File: src/logic/flash_status_pkg.sv
package flash_status_pkg;

    // Status word layout
    localparam int STAT_W          = 16;
    localparam int BIT_READY       = 7;
    localparam int BIT_ERASE_SUSP  = 6;
    localparam int BIT_ERASE_RES   = 5;
    localparam int BIT_PROG_RES    = 4;
    localparam int BIT_RESERVED    = 3;
    localparam int BIT_PROG_SUSP   = 2;
    localparam int BIT_LOCKED      = 1;
    localparam int BIT_BANK_BUSY   = 0;
    localparam logic [15:0] STAT_RESET = 16'h0080;

    // Bus and array geometry
    localparam int CMD_W     = 8;
    localparam int OFS_W     = 12;
    localparam int SECTOR_W  = 8;
    localparam int BANK_W    = 4;
    localparam int WORD_A_W  = 16;
    localparam int DATA_W    = 16;
    localparam logic [DATA_W-1:0] ERASED_WORD = 16'hffff;

    // Command codes
    localparam logic [CMD_W-1:0] CMD_STATUS_READ  = 8'h70;
    localparam logic [CMD_W-1:0] CMD_CLEAR_STATUS = 8'h71;
    localparam logic [CMD_W-1:0] CMD_PROG_SUSPEND = 8'h51;
    localparam logic [CMD_W-1:0] CMD_PROG_RESUME  = 8'h50;
    localparam logic [CMD_W-1:0] CMD_ERASE_SUSP   = 8'hb0;
    localparam logic [CMD_W-1:0] CMD_ERASE_RESUME = 8'h30;
    localparam logic [CMD_W-1:0] CMD_BLANK_CHECK  = 8'h33;
    localparam logic [OFS_W-1:0] OFS_BLANK_CHECK  = 12'haaa;

    typedef enum logic [1:0] {
        ST_IDLE  = 2'b00,
        ST_PROG  = 2'b01,
        ST_ERASE = 2'b11,
        ST_BLANK = 2'b10
    } op_state_t;

    typedef struct packed {
        logic [SECTOR_W-1:0] sector;
        logic [BANK_W-1:0]   bank;
        logic [OFS_W-1:0]    offset;
        logic [CMD_W-1:0]    data;
    } cmd_write_t;

    typedef struct packed {
        logic              done;
        logic              fail;
        logic              locked;
    } op_result_t;

endpackage

File: src/logic/blank_scan.sv
`timescale 1ns/1ps
`default_nettype none
module blank_scan
    import flash_status_pkg::*;
(
    // Clock and reset
    input  wire logic                sys_clk,
    input  wire logic                reset,
    input  wire logic                clk_en,
    // Control
    input  wire logic                start,
    output logic                     done,
    output logic                     not_blank,
    // Array port
    output logic                     arr_rd,
    output logic [WORD_A_W-1:0]      arr_addr,
    input  wire logic [DATA_W-1:0]   arr_data
);

    logic                busy_r;
    logic                check_r;
    logic [WORD_A_W-1:0] addr_r;
    logic                done_r;
    logic                fail_r;

    assign arr_rd    = busy_r && !check_r;
    assign arr_addr  = addr_r;
    assign done      = done_r;
    assign not_blank = fail_r;

    // Alternate request and compare; stop on the first unerased word
    always_ff @(posedge sys_clk or posedge reset) begin
        if (reset) begin
            busy_r  <= 1'b0;
            check_r <= 1'b0;
            addr_r  <= '0;
            done_r  <= 1'b0;
            fail_r  <= 1'b0;
        end else if (clk_en) begin
            done_r <= 1'b0;
            if (start && !busy_r) begin
                busy_r  <= 1'b1;
                check_r <= 1'b0;
                addr_r  <= '0;
                fail_r  <= 1'b0;
            end else if (busy_r && !check_r) begin
                check_r <= 1'b1;
            end else if (busy_r) begin
                check_r <= 1'b0;
                if (arr_data != ERASED_WORD) begin
                    busy_r <= 1'b0;
                    done_r <= 1'b1;
                    fail_r <= 1'b1;
                end else if (&addr_r) begin
                    busy_r <= 1'b0;
                    done_r <= 1'b1;
                end else begin
                    addr_r <= addr_r + 1'b1;
                end
            end
        end
    end

endmodule
`default_nettype wire

File: src/logic/flash_status_and_blank_check.sv
`timescale 1ns/1ps
`default_nettype none
// Functional notes
// Each status read needs a status-read command, then one status read.
// Ready flag is one only when no program or erase runs.
// Status bits 1 to 6 are meaningful only while ready is one.
// Failed or aborted program sets program result; clear-status clears it.
// Erase result holds outcome of latest erase: zero ok, one error.
// Erase result cleared by clear-status command and hardware reset.
// After program suspend host polls until ready before same-bank access.
// Program-suspended flag reads one while suspended; resume clears it.
// Locked-sector flag set when program or erase refused on locked sector.
// Locked-sector flag reflects only the most recent program or erase.
// Locked-sector flag cleared by clear-status command and hardware reset.
// Bank flag: busy here 0, busy elsewhere 1, ready 0.
// Blank check tests every bit of one sector for the erased state.
// Array reads are not serviced while blank check runs.
// Blank check runs only when asynchronous read mode is selected.
// Host starts blank check writing 33h at offset AAAh of sector.
// Host issues blank check only from idle, never during suspend.
// No blank check during program or erase; no parallel bank activity.
// Host polls status to learn completion and blank result.
// Blank check writes bit 5: zero if erased, one otherwise.
// Ready and bank flags show busy during blank check, as for erase.
// Scan stops at first unerased bit and reports at once.
// Blank check completion returns the device to idle.
// Reserved status bit 3 always reads zero.
module flash_status_and_blank_check
    import flash_status_pkg::*;
(
    // Clock and reset
    input  wire logic                  sys_clk,
    input  wire logic                  reset,
    input  wire logic                  clk_en,
    // Configuration
    input  wire logic                  async_read_select,
    // Command writes
    input  wire logic                  cmd_wr,
    input  wire cmd_write_t            cmd,
    // Status read
    input  wire logic                  stat_rd,
    input  wire logic [BANK_W-1:0]     stat_bank,
    output logic                       stat_valid,
    output logic [STAT_W-1:0]          status_word,
    // Embedded program and erase engine
    input  wire logic                  prog_start,
    input  wire logic                  erase_start,
    input  wire logic [BANK_W-1:0]     op_bank,
    input  wire op_result_t            op_result,
    output logic                       engine_hold,
    // Array access
    output logic                       array_read_inhibit,
    output logic                       arr_rd,
    output logic [SECTOR_W-1:0]        arr_sector,
    output logic [WORD_A_W-1:0]        arr_addr,
    input  wire logic [DATA_W-1:0]     arr_data
);

    op_state_t           state_r;
    op_state_t           state_nxt;
    logic [BANK_W-1:0]   busy_bank_r;
    logic [SECTOR_W-1:0] blank_sector_r;
    logic                armed_r;
    logic                erase_res_r;
    logic                prog_res_r;
    logic                locked_r;
    logic                prog_susp_r;
    logic                erase_susp_r;
    logic                stat_valid_r;
    logic [STAT_W-1:0]   status_word_r;
    logic                scan_start;
    logic                scan_done;
    logic                scan_fail;
    logic [STAT_W-1:0]   live_word;

    logic is_clear;
    logic is_psusp;
    logic is_presume;
    logic is_esusp;
    logic is_eresume;
    logic is_blank;
    logic ready;

    assign is_clear   = cmd_wr && cmd.data == CMD_CLEAR_STATUS;
    assign is_psusp   = cmd_wr && cmd.data == CMD_PROG_SUSPEND && state_r == ST_PROG;
    assign is_presume = cmd_wr && cmd.data == CMD_PROG_RESUME && prog_susp_r;
    assign is_esusp   = cmd_wr && cmd.data == CMD_ERASE_SUSP && state_r == ST_ERASE;
    assign is_eresume = cmd_wr && cmd.data == CMD_ERASE_RESUME && erase_susp_r
                        && !prog_susp_r;
    // Accepted only when idle, unsuspended and in async read mode
    assign is_blank   = cmd_wr && cmd.data == CMD_BLANK_CHECK
                        && cmd.offset == OFS_BLANK_CHECK
                        && state_r == ST_IDLE && !prog_susp_r && !erase_susp_r
                        && async_read_select;
    assign scan_start = is_blank;

    assign ready = (state_r == ST_IDLE);

    // Operation state
    always_comb begin
        state_nxt = state_r;
        case (state_r)
            ST_IDLE: begin
                if (is_blank) begin
                    state_nxt = ST_BLANK;
                end else if (is_presume) begin
                    state_nxt = ST_PROG;
                end else if (is_eresume) begin
                    state_nxt = ST_ERASE;
                end else if (prog_start) begin
                    state_nxt = ST_PROG;
                end else if (erase_start && !erase_susp_r) begin
                    state_nxt = ST_ERASE;
                end
            end
            ST_PROG: begin
                if (op_result.done || is_psusp) begin
                    state_nxt = ST_IDLE;
                end
            end
            ST_ERASE: begin
                if (op_result.done || is_esusp) begin
                    state_nxt = ST_IDLE;
                end
            end
            ST_BLANK: begin
                if (scan_done) begin
                    state_nxt = ST_IDLE;
                end
            end
            default: state_nxt = ST_IDLE;
        endcase
    end

    always_ff @(posedge sys_clk or posedge reset) begin
        if (reset) begin
            state_r <= ST_IDLE;
        end else if (clk_en) begin
            state_r <= state_nxt;
        end
    end

    // Bank of the running operation
    always_ff @(posedge sys_clk or posedge reset) begin
        if (reset) begin
            busy_bank_r    <= '0;
            blank_sector_r <= '0;
        end else if (clk_en) begin
            if (state_r == ST_IDLE && (prog_start || erase_start)) begin
                busy_bank_r <= op_bank;
            end
            if (is_blank) begin
                busy_bank_r    <= cmd.bank;
                blank_sector_r <= cmd.sector;
            end
        end
    end

    // Suspend flags
    always_ff @(posedge sys_clk or posedge reset) begin
        if (reset) begin
            prog_susp_r  <= 1'b0;
            erase_susp_r <= 1'b0;
        end else if (clk_en) begin
            if (is_psusp) begin
                prog_susp_r <= 1'b1;
            end else if (is_presume) begin
                prog_susp_r <= 1'b0;
            end
            if (is_esusp) begin
                erase_susp_r <= 1'b1;
            end else if (is_eresume) begin
                erase_susp_r <= 1'b0;
            end
        end
    end

    // Result flags; completion wins over a same-cycle clear
    always_ff @(posedge sys_clk or posedge reset) begin
        if (reset) begin
            erase_res_r <= 1'b0;
            prog_res_r  <= 1'b0;
            locked_r    <= 1'b0;
        end else if (clk_en) begin
            if (is_clear) begin
                erase_res_r <= 1'b0;
                prog_res_r  <= 1'b0;
                locked_r    <= 1'b0;
            end
            if (state_r == ST_ERASE && op_result.done) begin
                erase_res_r <= op_result.fail;
                locked_r    <= op_result.locked;
            end
            if (state_r == ST_PROG && op_result.done) begin
                prog_res_r <= op_result.fail;
                locked_r   <= op_result.locked;
            end
            if (state_r == ST_BLANK && scan_done) begin
                erase_res_r <= scan_fail;
            end
        end
    end

    // Live status; bank flag only set while busy elsewhere
    always_comb begin
        live_word                 = '0;
        live_word[BIT_READY]      = ready;
        live_word[BIT_BANK_BUSY]  = !ready && (busy_bank_r != stat_bank);
        if (ready) begin
            live_word[BIT_ERASE_SUSP] = erase_susp_r;
            live_word[BIT_ERASE_RES]  = erase_res_r;
            live_word[BIT_PROG_RES]   = prog_res_r;
            live_word[BIT_PROG_SUSP]  = prog_susp_r;
            live_word[BIT_LOCKED]     = locked_r;
        end
        live_word[BIT_RESERVED] = 1'b0;
    end

    // Status-read command arms exactly one read
    always_ff @(posedge sys_clk or posedge reset) begin
        if (reset) begin
            armed_r       <= 1'b0;
            stat_valid_r  <= 1'b0;
            status_word_r <= STAT_RESET;
        end else if (clk_en) begin
            stat_valid_r <= 1'b0;
            if (cmd_wr && cmd.data == CMD_STATUS_READ) begin
                armed_r <= 1'b1;
            end else if (stat_rd && armed_r) begin
                armed_r       <= 1'b0;
                stat_valid_r  <= 1'b1;
                status_word_r <= live_word;
            end
        end
    end

    assign stat_valid         = stat_valid_r;
    assign status_word        = status_word_r;
    assign engine_hold        = prog_susp_r || erase_susp_r;
    assign array_read_inhibit = (state_r == ST_BLANK);
    assign arr_sector         = blank_sector_r;

    blank_scan u_scan (
        .sys_clk   (sys_clk),
        .reset     (reset),
        .clk_en    (clk_en),
        .start     (scan_start),
        .done      (scan_done),
        .not_blank (scan_fail),
        .arr_rd    (arr_rd),
        .arr_addr  (arr_addr),
        .arr_data  (arr_data)
    );

endmodule
`default_nettype wire

File: config.mk
export PLATFORM = sky130hd
export DESIGN_NAME = flash_status_and_blank_check
export DESIGN_NICKNAME = d
export VERILOG_FILES = /design/src/logic/flash_status_pkg.sv /design/src/logic/blank_scan.sv /design/src/logic/flash_status_and_blank_check.sv
export SDC_FILE = /design/constraint.sdc
export NUM_CORES = 1
export LEC_CHECK = 0
export BUFFER_PORTS_ARGS = -buffer_cell sky130_fd_sc_hd__buf_2
export CAP_MARGIN = 10
export CORE_MARGIN = 5
export CORE_UTILIZATION = 49
export CTS_CLUSTER_SIZE = 40
export DETAILED_ROUTE_END_ITERATION = 6
export PLACE_DENSITY = 0.8
export SETUP_SLACK_MARGIN = 0.2
export SKIP_CTS_REPAIR_TIMING = 1
export SYNTH_ARGS = -nofsm -noshare
export SYNTH_HDL_FRONTEND = slang
export SYNTH_SLANG_ARGS = --single-unit
File: constraint.sdc
create_clock -name sys_clk -period 2.6 [get_ports sys_clk]
set_clock_uncertainty 0.15 [all_clocks]
set_input_delay 0.26 -clock sys_clk [delete_from_list [all_inputs] [get_ports sys_clk]]
set_output_delay 0.26 -clock sys_clk [all_outputs]
set_load 0.02 [all_outputs]
==> flow_summary.yaml <==
yosys:
  synth-seq-cells: 48
  synth_most_common_cell: "dfrtp_1"
  synth_area_leader_cell: "dfrtp_1"
  synth_top_area_share_pct: 40.6
  yosys_most_used_dff: "dfrtp_1"
  synth_seq_area_share_pct: 41.5
  synthCells: 317
  syn_avg_cell_area_um2: 9.13
  synth_cell_types: 56
  synth_edf_count: 0
  async_flop_share_pct: 100
  yosysWarningCount: 0
  synth_area_um2: 2890
  yosys-top-cells-area: "dfrtp_1 41%, nand2_1 4.9%, mux2_2 4.3%, nand4_1 4.1%, o21ai_0 3.6%"
  yosys-top-cells-count: "47 x dfrtp_1, 38 x nand2_1, 21 x o21ai_0"
cts:
  worst_skew_pair.late_latency_ps: 310
  cts_buffers: 5
  clkSlewWorstSetupHoldPaths_ps: 90
  cts_sinks: 48
  cts_tree: "done"
  clk_path_buf_depth: 2
  htree_levels: 2
  cts_root_buffer: "clkbuf_8"
outcome:
  outcome: "finished clean"
global_routing:
  grt_pass1_vias: 2830
  grt_overflow: 0
  grt_max_degree: 28
  antenna_found_initial: 0
  grt_pass1_wl_um: 13100
  grt_usage_pct: 21.7
route:
  routedWlPerCell_um: 16.0
  antenna_left: 0
  first_pass_iters: 5
  vias: 2872
  vias_per_cell: 5.79
  drt-total-wl_um: 7920
  drt_iter0_drc: 228
  drc: 0
critical_path:
  cp_max_fo: 7
  critPathArrivalTime_ps: 2340
  worst-endpoint-required_ps: 2690
  path_class: "reg2reg"
  cp-start-kind: "register"
  crit_path_end_kind: "register"
layout:
  syn2layout_area_growth_pct: 24.3
  final_nets: 488
  diodes: 0
  layout-drive-gt1-share_pct: 33.5
  final_cells: 496
timing:
  max_slew_margin_pct: 58.9
  finalHoldViolCount: 0
  period_share_pct: 86.7
  worst_pin_slew_ps: 609
  finalSetupViolCount: 0
  fin_setup_tns_ps: 0
  fmaxAchievable_ghz: 0.444
  slew_violations: 0
  grt_setup_unrepaired: "false"
  fin_crit_ps: 2250
placed_design:
  gp_congestion: 0.912
  portBuffers: 101
  hpwlAfterDp_um: 6200
  dp.cells: 487
floorplanning:
  io_pins: 111
  dieWidth_um: 86.9
  fp-row-count: 28
  initial_core_util_pct: 49.8
  coreArea_um2: 5820
  die_h_um: 86.9
  die_area_um2: 7540
worst_hold_path:
  min_path_type: "in2reg"
power:
  p_leak_nw: 1.76
  power_density_nw_per_um2: 529
  ir_drop_mv: 0.241
job:
  maxCapViolCount: 0
## sequential cells by signal, summed over array words and instances, names as in the netlist, 2 cells and up
register	flops
u_scan.arr_addr	16
status_word	7
busy_bank_r	4
arr_sector	8
state_r	2
## stage by stage
step           instance area (um^2)  hold slack [ps]  utilization (%)  setup slack, ps  power (mW)
2_1_floorplan                  2920              238                -              361        1.21
3_3_place_gp                   3470              210             59.6              399        1.33
3_5_place_dp                   3470              213             59.6              352        1.35
4_1_cts                        3580             -132             61.6              319        1.91
5_1_grt                        3600             7.07             61.9              207        2.02
6_report                       3600             21.0             61.9              346        1.90
## cell families (layout without fill, tap and decap cells)
family                   Yosys count  in the layout  share of synthesized area, %
AND/OR/NAND/NOR                  152            152                          30.3
AO/OA/AOI/OAI                     59             59                          13.7
flip-flops                        48             48                          41.5
buffers and inverters             32            128                          5.62
multiplexers                      14             14                          5.32
XOR/XNOR                          10             10                          3.03
adder cells (fa/ha/maj)            1              1                         0.432
other                              1              9                         0.130
## layer usage
| metal | global-route usage, % | up-vias | part of all wire [%] |
|---|---|---|---|
| met5 | 0 | - | 0 |
| met3 | 5.49 | 12 | 7.4 |
| met2 | 36.6 | 107 | 49 |
| met1 | 26.9 | 1366 | 41 |
| li1 | - | 1387 | - |
| met4 | 7.65 | 0 | 1.7 |
## path summary, 6_finish.rpt
path | cells past startpoint | endpoint | slack (ps) | from
min in group asynchronous | 3 | u_scan.arr_addr[14]$_DFFE_PP0P_ | 410 | reset
min reg2reg | 2 | status_word[1]$_DFFE_PP0P_ | 330 | status_word[1]$_DFFE_PP0P_
min | 2 | arr_sector[6]$_DFFE_PP0P_ | 20 | cmd[30]
max reg2reg | 6 | u_scan.arr_addr[5]$_DFFE_PP0P_ | 350 | u_scan.arr_addr[0]$_DFFE_PP0P_
max in group asynchronous | 4 | status_word[7]$_DFFE_PP1P_ | 1240 | reset
max | 6 | u_scan.arr_addr[5]$_DFFE_PP0P_ | 350 | u_scan.arr_addr[0]$_DFFE_PP0P_
## worst max-delay path: stages (launching register included)
cell       delay, ps
dfrtp_1          440
ha_1             260
and3_2           270
nand4_1          130
o2111ai_1        310
or3_1            450
a21oi_1          150
## cell type report
cell class                      count  area [um^2]
Clock inverter                      3         47.5
Timing Repair Buffer              110          576
Multi-Input combinational cell    245         1570
Fill cell                         537         2220
Tap cell                           75         93.8
Inverter                           10         37.5
Clock buffer                        5         68.8
Sequential cell                    48         1200
## power by group
| group | switching, mW | internal (mW) |
|---|---|---|
| clock | 0.266 | 0.290 |
| sequential | 0.0860 | 0.825 |
| combinational | 0.239 | 0.197 |
| total | 0.591 | 1.31 |
## cell usage in the layout (no fill, tap or decap), drive strengths merged, types with 9 or more instances in the layout
master	synthesis	routed
nor4	9	9
nor2	16	16
nand3	20	20
buf	14	109
inv	10	10
conb	1	9
dfrtp	47	47
mux2	11	11
nand2	38	38
o21ai	21	21
nand4	19	19
(Power assumes the default switching activity.)
